==> config.mk <==
export PLATFORM = sky130hd
export DESIGN_NAME = sft_top
export DESIGN_NICKNAME = d
export VERILOG_FILES = /design/src/sft_top.v
export VERILOG_INCLUDE_DIRS = /design/src
export SDC_FILE = /design/constraint.sdc
export NUM_CORES = 1
export LEC_CHECK = 0
export ABC_AREA = 1
export BUFFER_PORTS_ARGS = -buffer_cell sky130_fd_sc_hd__buf_4
export CAP_MARGIN = 20
export CORE_ASPECT_RATIO = 0.75
export CORE_MARGIN = 10
export CORE_UTILIZATION = 54
export CTS_BUF_LIST = sky130_fd_sc_hd__clkbuf_8
export DETAILED_ROUTE_END_ITERATION = 10
export GPL_TIMING_DRIVEN = 0
export PLACE_DENSITY = 0.81
export SYNTH_ARGS = -nofsm -noshare
export SYNTH_HDL_FRONTEND = slang
export SYNTH_SLANG_ARGS = --single-unit
==> constraint.sdc <==
create_clock -name pclk -period 1.7 [get_ports pclk]
set_clock_uncertainty 0.1 [all_clocks]
set_input_delay 0.085 -clock pclk [delete_from_list [all_inputs] [get_ports pclk]]
set_output_delay 0.085 -clock pclk [all_outputs]
set_load 0.05 [all_outputs]
==> src/sft_map.vh <==
// Register map, field positions, reset values and timing counts of the safety timer.
`ifndef SFT_MAP_VH
`define SFT_MAP_VH

// Register indices; the byte address on the bus is four times the index.
`define SFT_IDX_CTRL_A 16'h3030
`define SFT_IDX_CTRL_B 16'h3031
`define SFT_IDX_CNT_H 16'h3032
`define SFT_IDX_CNT_L 16'h3033
`define SFT_IDX_TO_H 16'h3034
`define SFT_IDX_TO_L 16'h3035
`define SFT_IDX_WIN_H 16'h3036
`define SFT_IDX_WIN_L 16'h3037
`define SFT_IDX_BASE 16'h3030
`define SFT_IDX_LAST 16'h3037

// Local register numbers (index minus base).
`define SFT_R_CTRL_A 3'h0
`define SFT_R_CTRL_B 3'h1
`define SFT_R_CNT_H 3'h2
`define SFT_R_CNT_L 3'h3
`define SFT_R_TO_H 3'h4
`define SFT_R_TO_L 3'h5
`define SFT_R_WIN_H 3'h6
`define SFT_R_WIN_L 3'h7

// Reset values.
`define SFT_RST_CTRL_A 8'h80
`define SFT_RST_CTRL_B 8'h01
`define SFT_RST_CNT 16'h0000
`define SFT_RST_TO_H 8'h09
`define SFT_RST_TO_L 8'hc4
`define SFT_RST_WIN 8'h00
`define SFT_RST_CHK 2'h0

// Fields of ctrl_status_a.
`define SFT_A_RUN 7
`define SFT_A_IRQ 6
`define SFT_A_UPD 5
`define SFT_A_CHK_HI 4
`define SFT_A_CHK_LO 3
`define SFT_A_HALT 2
`define SFT_A_IDLE 1
`define SFT_A_SLEEP 0

// Fields of ctrl_status_b.
`define SFT_B_WIN 7
`define SFT_B_FLG 6
`define SFT_B_PRES 4
`define SFT_B_CLK_HI 1
`define SFT_B_CLK_LO 0

// Self-check mode encodings.
`define SFT_CHK_LOW 2'h2
`define SFT_CHK_HIGH 2'h3

// Key words of the two write sequences.
`define SFT_KEY_REF1 16'ha602
`define SFT_KEY_REF2 16'hb480
`define SFT_KEY_UNL1 16'hc520
`define SFT_KEY_UNL2 16'hd928

// Timing counts, given in bus clocks, which are pclk cycles here.
`define SFT_SEQ_CLKS 16
`define SFT_UNL_CLKS 128
`define SFT_DLY_CLKS 128
`define SFT_SEQ_LIMIT 8'd16
`define SFT_UNL_LIMIT 8'd128
`define SFT_DLY_LIMIT 8'd128
`define SFT_CNT_ONE 8'h01
`define SFT_CNT_ZERO 8'h00

`endif

==> src/sft_top.v <==
// Safety timer control registers, counter, refresh/unlock sequences and reset request logic.
`timescale 1ns/100ps
// Notes on behaviour
// - Run bit 7 enables counting.
// - Interrupt bit: request interrupt before reset.
// - Reset 128 clocks after vector fetch.
// - Without interrupt bit, reset at once.
// - Update bit 0 freezes configuration.
// - Reconfiguration accepted within 128 clocks after unlock.
// - Self-check mode selects compare bytes.
// - Self-check mode cleared by power-on only.
// - Halt bit keeps counting in debug.
// - Idle bit keeps counting in wait.
// - Sleep bit keeps counting in stop.
// - Control registers reset to 80h, 01h.
// - Timeout bytes reset 09h, C4h, writable.
// - Counter bytes read-only, reset zero.
// - Window bytes writable, reset zero.
// - Refresh A602 then B480 within 16 clocks.
// - Unlock C520 then D928 within 16 clocks.
// - Other counter writes force a reset.
// - Counter reaching timeout forces a reset.
`include "sft_map.vh"

module sft_top
(
  input wire pclk,
  input wire presetn,
  input wire por_n,
  input wire psel,
  input wire penable,
  input wire pwrite,
  input wire [15:0] paddr,
  input wire [31:0] pwdata,
  output reg [31:0] prdata,
  output wire pready,
  output wire pslverr,
  input wire debug_mode,
  input wire wait_mode,
  input wire stop_mode,
  input wire vector_fetch,
  output wire irq_req,
  output reg sys_reset_req
);

  localparam ST_RUN = 4'b0001;
  localparam ST_VEC = 4'b0010;
  localparam ST_DLY = 4'b0100;
  localparam ST_RST = 4'b1000;
  localparam SQ_IDLE = 3'b001;
  localparam SQ_REF = 3'b010;
  localparam SQ_UNL = 3'b100;

  // Decode a byte address into {hit, local register number}.
  function [3:0] sft_dec;
    input [15:0] addr;
    reg [15:0] idx;
    begin
      idx = {2'b00, addr[15:2]};
      if ((addr[1:0] == 2'b00) && (idx >= `SFT_IDX_BASE) && (idx <= `SFT_IDX_LAST))
        sft_dec = {1'b1, idx[2:0]};
      else
        sft_dec = 4'h0;
    end
  endfunction

  wire [3:0] dec_w;
  wire hit_w;
  wire [2:0] reg_w;
  wire wr_w;
  wire [7:0] wbyte_w;
  wire [7:0] wr_sel;
  reg [7:0] ctrl_a_r;
  reg [1:0] chk_r;
  reg [7:0] ctrl_b_r;
  reg [7:0] to_h_r;
  reg [7:0] to_l_r;
  reg [7:0] win_h_r;
  reg [7:0] win_l_r;
  reg [15:0] cnt_r;
  reg [7:0] done_r;
  reg [7:0] hi_byte_r;
  reg hi_pend_r;
  reg [2:0] seq_r;
  reg [7:0] seq_cnt_r;
  reg unl_open_r;
  reg [7:0] unl_cnt_r;
  reg [3:0] st_r;
  reg [7:0] dly_cnt_r;
  reg [2:0] mode_s1_r;
  reg [2:0] mode_s2_r;
  reg [7:0] rd_nxt;
  wire [15:0] word_w;
  wire word_done_w;
  wire lo_orphan_w;
  wire ref_done_w;
  wire unl_done_w;
  wire illegal_w;
  wire run_w;
  wire hit_to_w;
  wire event_w;
  wire flg_clr_w;
  reg hit_to_w_c;

  assign dec_w = sft_dec(paddr);
  assign hit_w = dec_w[3];
  assign reg_w = dec_w[2:0];
  // Zero wait states; read data is prepared in the setup cycle.
  assign pready = 1'b1;
  assign pslverr = psel & penable & ~hit_w;
  assign wr_w = psel & penable & pwrite & hit_w;
  assign wbyte_w = pwdata[7:0];

  // One write strobe per register; unmapped or misaligned addresses raise none.
  genvar gi;
  generate
    for (gi = 0; gi < 8; gi = gi + 1)
    begin : g_sel
      assign wr_sel[gi] = wr_w && ({29'h0, reg_w} == gi);
    end
  endgenerate

  // Mode pins come from the chip's power controller, so they are synchronised.
  // Two flip-flops guard against metastability; a mode change acts two clocks late.
  always @(posedge pclk or negedge presetn)
  begin
    if (!presetn)
    begin
      mode_s1_r <= 3'h0;
      mode_s2_r <= 3'h0;
    end
    else
    begin
      mode_s1_r <= {stop_mode, wait_mode, debug_mode};
      mode_s2_r <= mode_s1_r;
    end
  end

  assign run_w = ctrl_a_r[`SFT_A_RUN] && (st_r == ST_RUN)
    && !(mode_s2_r[0] && !ctrl_a_r[`SFT_A_HALT])
    && !(mode_s2_r[1] && !ctrl_a_r[`SFT_A_IDLE])
    && !(mode_s2_r[2] && !ctrl_a_r[`SFT_A_SLEEP]);

  // Counter writes pair as high byte then low byte into one 16-bit word.
  assign word_w = {hi_byte_r, wbyte_w};
  assign word_done_w = wr_sel[`SFT_R_CNT_L] && hi_pend_r;
  assign lo_orphan_w = wr_sel[`SFT_R_CNT_L] && !hi_pend_r;
  assign ref_done_w = word_done_w && (seq_r == SQ_REF) && (word_w == `SFT_KEY_REF2);
  assign unl_done_w = word_done_w && (seq_r == SQ_UNL) && (word_w == `SFT_KEY_UNL2)
    && ctrl_a_r[`SFT_A_UPD];
  // An unlock with updates forbidden counts as an illegal write.
  assign illegal_w = lo_orphan_w || (word_done_w && !ref_done_w && !unl_done_w
    && !((seq_r == SQ_IDLE) && ((word_w == `SFT_KEY_REF1) || (word_w == `SFT_KEY_UNL1))));

  always @*
  begin
    case (chk_r)
      `SFT_CHK_LOW: hit_to_w_c = (cnt_r[7:0] == to_l_r);
      `SFT_CHK_HIGH: hit_to_w_c = (cnt_r[15:8] == to_h_r);
      default: hit_to_w_c = (cnt_r == {to_h_r, to_l_r});
    endcase
  end
  assign hit_to_w = run_w && hit_to_w_c;
  assign event_w = (st_r == ST_RUN) && (hit_to_w || illegal_w);
  // Software clears the flag by writing a one to it.
  assign flg_clr_w = wr_sel[`SFT_R_CTRL_B] && wbyte_w[`SFT_B_FLG];
  assign irq_req = ctrl_b_r[`SFT_B_FLG] && ctrl_a_r[`SFT_A_IRQ];

  // Refresh and unlock sequence tracker.
  always @(posedge pclk or negedge presetn)
  begin
    if (!presetn)
    begin
      hi_byte_r <= 8'h00;
      hi_pend_r <= 1'b0;
      seq_r <= SQ_IDLE;
      seq_cnt_r <= `SFT_CNT_ZERO;
    end
    else
    begin
      if (wr_sel[`SFT_R_CNT_H])
      begin
        hi_byte_r <= wbyte_w;
        hi_pend_r <= 1'b1;
      end
      else if (wr_sel[`SFT_R_CNT_L])
        hi_pend_r <= 1'b0;
      case (seq_r)
        SQ_IDLE:
        begin
          seq_cnt_r <= `SFT_CNT_ZERO;
          if (word_done_w && (word_w == `SFT_KEY_REF1))
            seq_r <= SQ_REF;
          else if (word_done_w && (word_w == `SFT_KEY_UNL1))
            seq_r <= SQ_UNL;
        end
        SQ_REF, SQ_UNL:
        begin
          seq_cnt_r <= seq_cnt_r + `SFT_CNT_ONE;
          // A second word missing for 16 clocks abandons the sequence.
          if (word_done_w || (seq_cnt_r >= `SFT_SEQ_LIMIT - `SFT_CNT_ONE))
            seq_r <= SQ_IDLE;
        end
        default: seq_r <= SQ_IDLE;
      endcase
    end
  end

  // Unlock window: config fields reopen for 128 clocks, then relock.
  // Expiry locks even registers never written, so software must finish in time.
  always @(posedge pclk or negedge presetn)
  begin
    if (!presetn)
    begin
      unl_open_r <= 1'b0;
      unl_cnt_r <= `SFT_CNT_ZERO;
    end
    else if (unl_done_w)
    begin
      unl_open_r <= 1'b1;
      unl_cnt_r <= `SFT_CNT_ZERO;
    end
    else if (unl_open_r)
    begin
      unl_cnt_r <= unl_cnt_r + `SFT_CNT_ONE;
      if (unl_cnt_r >= `SFT_UNL_LIMIT - `SFT_CNT_ONE)
        unl_open_r <= 1'b0;
    end
  end

  // Write-once tracking per register; closing the unlock window locks all.
  // Counter writes set their bits too, which is harmless because they store nothing.
  always @(posedge pclk or negedge presetn)
  begin
    if (!presetn)
      done_r <= 8'h00;
    else if (unl_done_w)
      done_r <= 8'h00;
    else if (unl_open_r && (unl_cnt_r >= `SFT_UNL_LIMIT - `SFT_CNT_ONE))
      done_r <= 8'hff;
    else
      done_r <= done_r | wr_sel;
  end

  // Configuration registers, each taking only its first write.
  always @(posedge pclk or negedge presetn)
  begin
    if (!presetn)
    begin
      ctrl_a_r <= `SFT_RST_CTRL_A;
      ctrl_b_r <= `SFT_RST_CTRL_B;
      to_h_r <= `SFT_RST_TO_H;
      to_l_r <= `SFT_RST_TO_L;
      win_h_r <= `SFT_RST_WIN;
      win_l_r <= `SFT_RST_WIN;
    end
    else
    begin
      if (wr_sel[`SFT_R_CTRL_A] && !done_r[`SFT_R_CTRL_A])
        ctrl_a_r <= wbyte_w;
      if (wr_sel[`SFT_R_CTRL_B] && !done_r[`SFT_R_CTRL_B])
      begin
        ctrl_b_r[`SFT_B_WIN] <= wbyte_w[`SFT_B_WIN];
        ctrl_b_r[`SFT_B_PRES] <= wbyte_w[`SFT_B_PRES];
        ctrl_b_r[`SFT_B_CLK_HI:`SFT_B_CLK_LO] <= wbyte_w[`SFT_B_CLK_HI:`SFT_B_CLK_LO];
      end
      // The flag is write-one-to-clear; a new event in the same cycle wins.
      if (event_w && ctrl_a_r[`SFT_A_IRQ])
        ctrl_b_r[`SFT_B_FLG] <= 1'b1;
      else if (flg_clr_w)
        ctrl_b_r[`SFT_B_FLG] <= 1'b0;
      if (wr_sel[`SFT_R_TO_H] && !done_r[`SFT_R_TO_H])
        to_h_r <= wbyte_w;
      if (wr_sel[`SFT_R_TO_L] && !done_r[`SFT_R_TO_L])
        to_l_r <= wbyte_w;
      if (wr_sel[`SFT_R_WIN_H] && !done_r[`SFT_R_WIN_H])
        win_h_r <= wbyte_w;
      if (wr_sel[`SFT_R_WIN_L] && !done_r[`SFT_R_WIN_L])
        win_l_r <= wbyte_w;
    end
  end

  // Self-check mode survives every reset except power-on.
  always @(posedge pclk or negedge por_n)
  begin
    if (!por_n)
      chk_r <= `SFT_RST_CHK;
    else if (wr_sel[`SFT_R_CTRL_A] && !done_r[`SFT_R_CTRL_A])
      chk_r <= wbyte_w[`SFT_A_CHK_HI:`SFT_A_CHK_LO];
  end

  // Counter; it holds once a reset-triggering event has been taken.
  // It wraps at 16 bits, so a timeout set below the count waits a full turn.
  always @(posedge pclk or negedge presetn)
  begin
    if (!presetn)
      cnt_r <= `SFT_RST_CNT;
    else if (ref_done_w)
      cnt_r <= `SFT_RST_CNT;
    else if (run_w)
      cnt_r <= cnt_r + 16'h0001;
  end

  // Reset sequencer. The reset request stays high until system reset arrives.
  // The delay count is cleared while running, so every delay starts from zero.
  always @(posedge pclk or negedge presetn)
  begin
    if (!presetn)
    begin
      st_r <= ST_RUN;
      dly_cnt_r <= `SFT_CNT_ZERO;
      sys_reset_req <= 1'b0;
    end
    else
    begin
      case (st_r)
        ST_RUN:
        begin
          dly_cnt_r <= `SFT_CNT_ZERO;
          if (event_w && ctrl_a_r[`SFT_A_IRQ])
            st_r <= ST_VEC;
          else if (event_w)
          begin
            st_r <= ST_RST;
            sys_reset_req <= 1'b1;
          end
        end
        ST_VEC:
        begin
          if (vector_fetch)
            st_r <= ST_DLY;
        end
        ST_DLY:
        begin
          dly_cnt_r <= dly_cnt_r + `SFT_CNT_ONE;
          if (dly_cnt_r >= `SFT_DLY_LIMIT - `SFT_CNT_ONE)
          begin
            st_r <= ST_RST;
            sys_reset_req <= 1'b1;
          end
        end
        ST_RST: sys_reset_req <= 1'b1;
        default: st_r <= ST_RUN;
      endcase
    end
  end

  // Read mux; reserved bits of ctrl_status_b read as zero.
  always @*
  begin
    case (reg_w)
      `SFT_R_CTRL_A: rd_nxt = {ctrl_a_r[7:5], chk_r, ctrl_a_r[2:0]};
      `SFT_R_CTRL_B: rd_nxt = {ctrl_b_r[7:6], 1'b0, ctrl_b_r[4], 2'b00, ctrl_b_r[1:0]};
      `SFT_R_CNT_H: rd_nxt = cnt_r[15:8];
      `SFT_R_CNT_L: rd_nxt = cnt_r[7:0];
      `SFT_R_TO_H: rd_nxt = to_h_r;
      `SFT_R_TO_L: rd_nxt = to_l_r;
      `SFT_R_WIN_H: rd_nxt = win_h_r;
      default: rd_nxt = win_l_r;
    endcase
  end

  // Data is taken in the setup cycle so that the access phase needs no wait state.
  always @(posedge pclk or negedge presetn)
  begin
    if (!presetn)
      prdata <= 32'h00000000;
    else if (psel && !penable)
      prdata <= hit_w ? {24'h000000, rd_nxt} : 32'h00000000;
  end

endmodule

==> results.cfg, run 1 <==
[logic_synthesis]
synth_most_common_cell = nand2_1
synth_top_area_frac = 0.410
synth_cells = 932
ys_ff_latch = 123
synth_top_cells_by_area = dfrtp_1 (41%), nand2_1 (13%), inv_1 (7.8%)
syn_area_per_cell_sq_um = 7.47
synthDistinctLibCells = 42
yosysSeqAreaShare = 0.444
yosysTopAreaCell = dfrtp_1
synth_flop_cell = dfrtp_1
async_reset_ff_frac = 1.00
synth_common_cells = nand2_1 (243), inv_1 (145), dfrtp_1 (114)
syn_area_sq_um = 6960
yosys_warnings = 0
synth_edf_count = 0

[global_route]
grt_pass1_vias = 6222
antenna_found_initial = 0
grt_overflow = 0
grt_max_degree = 92
grt_pass1_wl_um = 31100
grt_use_total = 0.215

[critical_path]
endpoint_kind = flop
crit_fanout = 4
arrival_ns = 2.07
r2r-start = cnt_r[5]$_DFFE_PN0P_
required_ns = 1.96
rr_endpoint = cnt_r[15]$_DFFE_PN0P_
worst_setup_path_start_kind = flop
critPathKind = flop to flop
worst_r2r_path_depth = 9
reg2reg_slack_ns = -0.11

[layout]
nFillCells = 906
fin_area_sq_um = 8920
diodes = 0
syn_to_final_growth_pct = 28.1
final_nets = 1131
fin_util = 0.717
drive_gt1_frac = 0.263

[timing]
timing.fmax_ghz = 0.552
worst_slew_pin_slew_ns = 0.559
rsz0062_at_grt = true
maxSlewViolCount = 0
relSlewSlack = 0.627
hold_slack_ns = 0.00887
finalSetupTns_ns = -0.700
period_needed_ns = 1.81
fin_crit_sh = 1.06
hold_viol_final = 0
setup_viol = 14
setup_ws_ns = -0.110

[clock_network]
cts_buffers = 17
cts_tree = built
cts-htree-levels = 4
clk_pin_slew_ns = 0.08
cts_buffer_depth = 2
worstSkewPairLatency_ns = 0.47
clkSinkCount = 123
cts_root_buf = clkbuf_8

[floorplanning]
die_w_um = 151
start_util = 0.560
rows = 35
core_sq_um = 12400
dieArea_sq_um = 17900
io_pins = 94
die_h_um = 118

[placed_design]
portBuffers = 43
post_dp_cell_area_sq_um = 7620
dpl.hpwl_um = 13000
gp_congestion = 0.951

[hold_path]
min_to = seq_r[1]$_DFFE_PN0P_
hold_path.startpoint = pwdata[6]
worst_hold_path_type = input pin to flop
hold_depth = 6

[routing]
wl_um = 20200
postRouteAntennaNets = 0
routedWlPerCell_um = 16.2
dr.pass1.iters = 7
via_count = 6715
avgViaCountPerCell = 5.38
drc = 0
drt_iter0_drc = 805

[power]
peakVddDrop_v = 0.000713
finalPower_mw = 6.36
p_per_area_nw_per_um2 = 713
p_leak_nw = 4.48

[job]
drv_cap = 0

[run_status]
violations = setup timing
status = complete, but fails checks
[sequential cells by signal (all words and copies together), names as in the netlist, 2 cells and up]
| register | count |
|---|---|
| ctrl_b_r | 5 |
| ctrl_a_r | 6 |
| st_r | 4 |
| cnt_r | 16 |
| prdata | 8 |
| seq_r | 3 |
| done_r | 6 |
| win_h_r | 8 |
| win_l_r | 8 |
| chk_r | 2 |
| seq_cnt_r | 8 |
| mode_s1_r | 3 |
| unl_cnt_r | 8 |
| to_h_r | 8 |
| to_l_r | 8 |
| dly_cnt_r | 8 |
| hi_byte_r | 8 |
| mode_s2_r | 3 |
[placed cells by master, fill, tap and decap left out, drive strengths merged, types with 9 or more instances in the layout]
| master | instances |
|---|---|
| a21oi | 14 |
| buf | 119 |
| clkbuf | 18 |
| conb | 25 |
| dfrtp | 114 |
| dfstp | 9 |
| dlygate4sd3 | 15 |
| inv | 152 |
| nand2 | 255 |
| nand3 | 63 |
| nand4 | 19 |
| nor2 | 109 |
| nor3 | 18 |
| o21ai | 93 |
[cells by family after synthesis]
logic type,count (synthesis),share of synthesized area
AOI/OAI and AO/OA,127,0.104
adders and majority gates,4,0.00719
and+or+nand+nor,476,0.307
buffers and inverters,189,0.122
muxes,2,0.00288
xor gates and xnor gates,9,0.0113
other,2,0.00108
DFF,123,0.444
[routing by layer]
metal / global-route usage / share of wire / routed length (um) / vias up
li1: - / - / - / 3181
met5: 0 / 0 / 0 / -
met1: 0.286 / 0.41 / 8240 / 3110
met2: 0.310 / 0.46 / 9260 / 366
met3: 0.0869 / 0.11 / 2250 / 58
met4: 0.0744 / 0.025 / 498 / 0
[report_power, final]
part | internal (mW) | switching [mW]
clock network | 1.64 | 1.31
registers | 2.93 | 0.00229
logic | 0.144 | 0.333
total | 4.72 | 1.64
[critical path, stage by stage, from the launching register on]
cell and delay [ns]:
dfrtp_1 0.44, inv_2 0.10, nor4_4 0.33, nand3_2 0.19, nor2_4 0.16, nand3_2 0.09
nor2_2 0.12, nand2_1 0.07, nand3_2 0.08, inv_1 0.04
[cell type report]
type | instances | area (sq um) | area share
multi-input combinational | 643 | 3480 | 0.391
sequential | 123 | 3090 | 0.347
timing repair buffer | 96 | 835 | 0.0936
inverter | 150 | 563 | 0.0631
buffer | 38 | 289 | 0.0324
clock buffer | 18 | 248 | 0.0278
tap | 166 | 208 | 0.0233
clock inverter | 14 | 196 | 0.0220
[through the flow]
stage / instances / worst slack (ns)
after detailed placement: 1165 / -0.459
after global routing: 1248 / -0.221
final: 1248 / -0.110
after CTS: 1231 / -0.0177
after global placement: 1164 / -0.441
after floorplan: 955 / 0.0255
[what timing repair did]
item                       CTS  global route
gates resized for setup     43            71
setup endpoints to repair   25            48
pin swaps                   14            35
hold endpoints to repair   140             0
buffers inserted            19            17
hold buffers                16             0
[worst max-delay path by stage]
| stage | startpoint | end | slack (ns) | cells after the start |
|---|---|---|---|---|
| after floorplan | st_r[0]$_DFFE_PN1P_ | st_r[2]$_DFFE_PN0P_ | 0.03 | 9 |
| after global placement | paddr[1] | hi_byte_r[0]$_DFFE_PN0P_ | -0.44 | 10 |
| after detailed placement | paddr[1] | hi_byte_r[0]$_DFFE_PN0P_ | -0.46 | 10 |
| after CTS | hi_byte_r[0]$_DFFE_PN0P_ | sys_reset_req$_DFFE_PN0P_ | -0.02 | 15 |
| after global routing | st_r[0]$_DFFE_PN1P_ | st_r[2]$_DFFE_PN0P_ | -0.22 | 9 |
| final | cnt_r[5]$_DFFE_PN0P_ | cnt_r[15]$_DFFE_PN0P_ | -0.11 | 9 |
Note: power is estimated with default switching activity, not from simulation.
==> inputs of run 2 (changes only) <==
- HOLD_SLACK_MARGIN: default -> 0.06
- PLACE_DENSITY: 0.81 -> 0.76
==> run 2 against run 1 <==
  * The flow still finishes with violations (setup timing)
  * Sequential cell count did not move
  * Power fell by 5.7%
  * Count of clock-buffer cells in the layout fell by 1
  * Clock power fell by 12%
  * Register-to-register slack improved by 0.02 ns
  * Core utilization fell by 0.99 points
  * Hold slack improved by 0.030 ns
  * Fmax rose by 1.0%
  * Final area fell by 1.4%
  * Largest power group is now sequential cells
==> results.cfg, run 2 (synthesis gave the netlist of run 1 again) <==
[global_route]
grt_pass1_vias = 6097
grt_max_degree = 76
grt_use_total = 0.209
grt_pass1_wl_um = 30200
antenna_found_initial = 0
grt_overflow = 0

[critical_path]
critPathMostFrequentCell = nand2_1
crit_chain = inv_1 -> nand2_1 -> nand4_1 -> nor2_1 -> nand2_1 -> o21ai_1 -> nand3_2 -> nand2_4 -> nand3_4 -> nand3_2 -> nand2_1
critPathKind = flop to flop
worst_r2r_path_depth = 11
arrival_ns = 2.04
cp_top_family = simple AND/OR/NAND/NOR gates
slowest_delay_ns = 0.54
required_ns = 1.95
path_buf_inv = 1
cpMaxStageDelayCell = dfstp_2
endpoint_kind = flop
r2r-start = to_h_r[3]$_DFFE_PN1P_
reg2reg_slack_ns = -0.09
rr_endpoint = sys_reset_req$_DFFE_PN0P_
crit_fanout = 3
worst_setup_path_start_kind = flop

[clock_network]
clk_pin_slew_ns = 0.08
cts-htree-levels = 4
cts_tree = built
cts_root_buf = clkbuf_8
cts_buffers = 17
clkSinkCount = 123
worstSkewPairLatency_ns = 0.45
cts_buffer_depth = 2

[routing]
drt_iter0_drc = 628
routedWlPerCell_um = 15.4
dr.pass1.iters = 6
avgViaCountPerCell = 5.30
via_count = 6627
wl_um = 19200
postRouteAntennaNets = 0
drc = 0

[power]
finalPower_mw = 6.00
peakVddDrop_v = 0.000489
p_per_area_nw_per_um2 = 682
p_leak_nw = 4.43

[layout]
final_nets = 1134
fin_area_sq_um = 8790
diodes = 0
drive_gt1_frac = 0.254
nFillCells = 1007
final_common_cell = nand2_1
syn_to_final_growth_pct = 26.3
fin_util = 0.707
largest_register_ffs = 16
layout_common_cells = nand2_1 (222), inv_1 (136), dfrtp_1 (112)
top_register = cnt_r
fin_cells = 1251

[timing]
finalSetupTns_ns = -0.392
worst_slew_pin_slew_ns = 0.543
relSlewSlack = 0.638
hold_viol_final = 0
fin_crit_sh = 1.05
timing.fmax_ghz = 0.558
setup_ws_ns = -0.0915
maxSlewViolCount = 0
rsz0062_at_grt = true
setup_viol = 9
hold_slack_ns = 0.0392
period_needed_ns = 1.79

[floorplanning]
io_pins = 94
start_util = 0.560
die_h_um = 118
rows = 35
die_w_um = 151
core_sq_um = 12400
dieArea_sq_um = 17900

[hold_path]
worst_hold_path_type = input pin to asynchronous set/reset pin

[run_status]
violations = setup timing
status = complete, but fails checks

[job]
drv_cap = 0

[placed_design]
dpl.cell_count = 1165
portBuffers = 43
dpl.hpwl_um = 13100
pre_cts_ws_ns = -0.424
gp_congestion = 0.914
post_dp_cell_area_sq_um = 7620
## run 2: cell types whose count changed in the layout (fill, tap and decap cells not counted), sizes merged
cell,change
clkinvlp,+1
buf,-3
inv,+2
dlygate4sd3,+6
bufinv,-2
clkbuf,-1
## run 2: worst max path at each step
stage | from | endpoint | slack (ns) | depth (start not counted)
2_1_floorplan | st_r[0]$_DFFE_PN1P_ | st_r[2]$_DFFE_PN0P_ | 0.03 | 9
3_3_place_gp | paddr[2] | chk_r[1]$_DFFE_PN0P_ | -0.39 | 7
3_5_place_dp | paddr[2] | chk_r[0]$_DFFE_PN0P_ | -0.42 | 6
4_1_cts | cnt_r[0]$_DFFE_PN0P_ | cnt_r[15]$_DFFE_PN0P_ | -0.03 | 9
5_1_grt | cnt_r[3]$_DFFE_PN0P_ | sys_reset_req$_DFFE_PN0P_ | -0.18 | 12
6_report | to_h_r[3]$_DFFE_PN1P_ | sys_reset_req$_DFFE_PN0P_ | -0.09 | 11
## run 2: area by class of cell
cell class                      count  area [sq um]  area share
Multi-Input combinational cell    643          3420       0.389
Sequential cell                   123          3090       0.352
Timing Repair Buffer               99           831      0.0945
Inverter                          150           566      0.0643
Buffer                             38           293      0.0333
Clock buffer                       17           234      0.0266
Tap cell                          166           208      0.0236
Clock inverter                     15           150      0.0171
## run 2: per-layer routing
layer  share of wire  vias to the layer above  wire [um]  GRT usage
met5               0                        -          0          0
met4           0.017                        0        333     0.0558
met3            0.10                       36       1970     0.0648
met2            0.45                      284       8710      0.307
met1            0.43                     3121       8230      0.290
li1                -                     3186          -          -
## run 2: power by group
group / switching [mW] / total, mW / internal (mW)
registers: 0.00214 / 2.93 / 2.93
logic: 0.328 / 0.477 / 0.149
clock network: 1.29 / 2.59 / 1.30
## run 2: repair_timing
item                                    in CTS  in global routing
endpoints found under the hold margin      164                  0
endpoints found under the setup margin      26                 52
buffers inserted                            13                 21
hold buffers                                21                  0
resized for setup                           37                 63
pin swaps                                   12                 26
==> inputs of run 3 (changes only) <==
- CTS_BUF_LIST: sky130_fd_sc_hd__clkbuf_8 -> sky130_fd_sc_hd__clkbuf_2 sky130_fd_sc_hd__clkbuf_4 sky130_fd_sc_hd__clkbuf_8
==> run 3 against run 2 <==
  * The flow still finishes with violations (setup timing)
  * Sequential power about the same
  * Die area unchanged
  * Worst setup slack better by 0.014 ns
  * First-iteration DRC count up 18%
  * Wire length up 0.42%
==> results.cfg, run 3 (synthesis gave the netlist of run 1 again) <==
[routing]
via_count = 6652
drt_iter0_drc = 744
wl_um = 19300
dr.pass1.iters = 6
drc = 0
routedWlPerCell_um = 15.4
avgViaCountPerCell = 5.32
postRouteAntennaNets = 0

[critical_path]
endpoint_kind = flop
r2r-start = to_h_r[3]$_DFFE_PN1P_
slowest_delay_ns = 0.54
required_ns = 1.95
critPathKind = flop to flop
reg2reg_slack_ns = -0.08
worst_r2r_path_depth = 11
rr_endpoint = sys_reset_req$_DFFE_PN0P_
cp_top_family = simple AND/OR/NAND/NOR gates
crit_chain = inv_1 -> nand2_1 -> nand4_1 -> nor2_1 -> nand2_1 -> o21ai_1 -> nand3_2 -> nand2_4 -> nand3_4 -> nand3_2 -> nand2_1
arrival_ns = 2.02
worst_setup_path_start_kind = flop
path_buf_inv = 1
critPathMostFrequentCell = nand2_1
crit_fanout = 3
cpMaxStageDelayCell = dfstp_2

[layout]
fin_cells = 1251
drive_gt1_frac = 0.255
layout_common_cells = nand2_1 (222), inv_1 (135), dfrtp_1 (112)
fin_area_sq_um = 8800
syn_to_final_growth_pct = 26.4
multi_input_area_sq_um = 3420
top_register = cnt_r
final_common_cell = nand2_1
largest_register_ffs = 16
fin_util = 0.707
final_nets = 1134
nFillCells = 1006
diodes = 0
ff_latch_area_sq_um = 3090

[run_status]
status = complete, but fails checks
violations = setup timing

[global_route]
grt_overflow = 0
grt_use_total = 0.209
grt_pass1_wl_um = 30200
grt_max_degree = 76
grt_pass1_vias = 6092
antenna_found_initial = 0

[floorplanning]
io_pins = 94
core_sq_um = 12400
die_w_um = 151
die_h_um = 118
dieArea_sq_um = 17900
rows = 35
start_util = 0.560

[power]
p_per_area_nw_per_um2 = 684
combPwrFrac = 0.079
pwr-share-clk = 0.433
finalPower_mw = 6.01
p_leak_nw = 4.43
netSwitchingPower_mw = 1.61
peakVddDrop_v = 0.000498
sw_frac_of_total = 0.268
internal_power_mw = 4.40
seqPwrFrac = 0.488

[clock_network]
clkSinkCount = 123
cts_root_buf = clkbuf_8
clk_pin_slew_ns = 0.08
cts-htree-levels = 4
worstSkewPairLatency_ns = 0.45
cts_tree = built
cts_buffers = 17
cts_buffer_depth = 2

[hold_path]
worst_hold_path_type = input pin to asynchronous set/reset pin

[timing]
period_needed_ns = 1.78
setup_ws_ns = -0.0778
finalSetupTns_ns = -0.380
setup_viol = 8
fin_crit_sh = 1.05
timing.fmax_ghz = 0.562
relSlewSlack = 0.637
rsz0062_at_grt = true
hold_viol_final = 0
maxSlewViolCount = 0
worst_slew_pin_slew_ns = 0.544
hold_slack_ns = 0.0385

[placed_design]
dpl.cell_count = 1165
portBuffers = 43
gp_congestion = 0.914
dpl.hpwl_um = 13100
pre_cts_ws_ns = -0.424
post_dp_cell_area_sq_um = 7620

[job]
drv_cap = 0
==> run 3: cell types whose count changed in the layout (fill, tap and decap cells not counted) <==
cell      delta
inv_1        -1
clkbuf_4     +1
==> run 3: layout make-up <==
class                   instances  area share
multi-input cells             643       0.389
flip-flops and latches        123       0.351
repair buffers                 99      0.0944
inverters                     150      0.0643
plain buffers                  38      0.0333
clock buffers                  18      0.0274
well taps                     166      0.0236
clock inverters                14      0.0166
==> run 3: worst max-delay path by stage <==
stage	start	depth (start not counted)	endpoint
after global routing	cnt_r[3]$_DFFE_PN0P_	12	sys_reset_req$_DFFE_PN0P_
final	to_h_r[3]$_DFFE_PN1P_	11	sys_reset_req$_DFFE_PN0P_
after CTS	cnt_r[0]$_DFFE_PN0P_	9	cnt_r[15]$_DFFE_PN0P_
after detailed placement	paddr[2]	6	chk_r[0]$_DFFE_PN0P_
after floorplan	st_r[0]$_DFFE_PN1P_	9	st_r[2]$_DFFE_PN0P_
after global placement	paddr[2]	7	chk_r[1]$_DFFE_PN0P_
==> run 3: worst reg2reg max path, stage by stage (launching register included) <==
cell and delay [ns]:
dfstp_2 0.54, inv_1 0.08, nand2_1 0.06, nand4_1 0.10, nor2_1 0.13, nand2_1 0.07, o21ai_1 0.10, nand3_2 0.18
nand2_4 0.12, nand3_4 0.08, nand3_2 0.08, nand2_1 0.05
==> run 3: power groups by stage <==
| stage | combinational (mW) | clock, mW | sequential [mW] |
|---|---|---|---|
| final | 0.477 | 2.60 | 2.93 |
| after global routing | 0.510 | 2.75 | 2.93 |
| after CTS | 0.468 | 2.60 | 2.93 |
| after detailed placement | 0.424 | 0 | 2.99 |
| after global placement | 0.414 | 0 | 2.99 |
| after floorplan | 0.247 | 0 | 2.99 |
==> run 3: layer usage <==
metal	vias up	GRT usage	share of wire
li1	3186	-	-
met2	284	0.308	0.46
met4	0	0.0558	0.018
met3	33	0.0648	0.096
met1	3149	0.289	0.43
met5	-	0	0
==> run 3: timing repair <==
| item | 4_1_cts | 5_1_grt |
|---|---|---|
| hold buffers | 21 | 0 |
| buffers inserted | 13 | 21 |
| gates resized for setup | 37 | 63 |
| endpoints found under the setup margin | 26 | 52 |
| pin swaps | 12 | 26 |
| hold endpoints to repair | 164 | 0 |
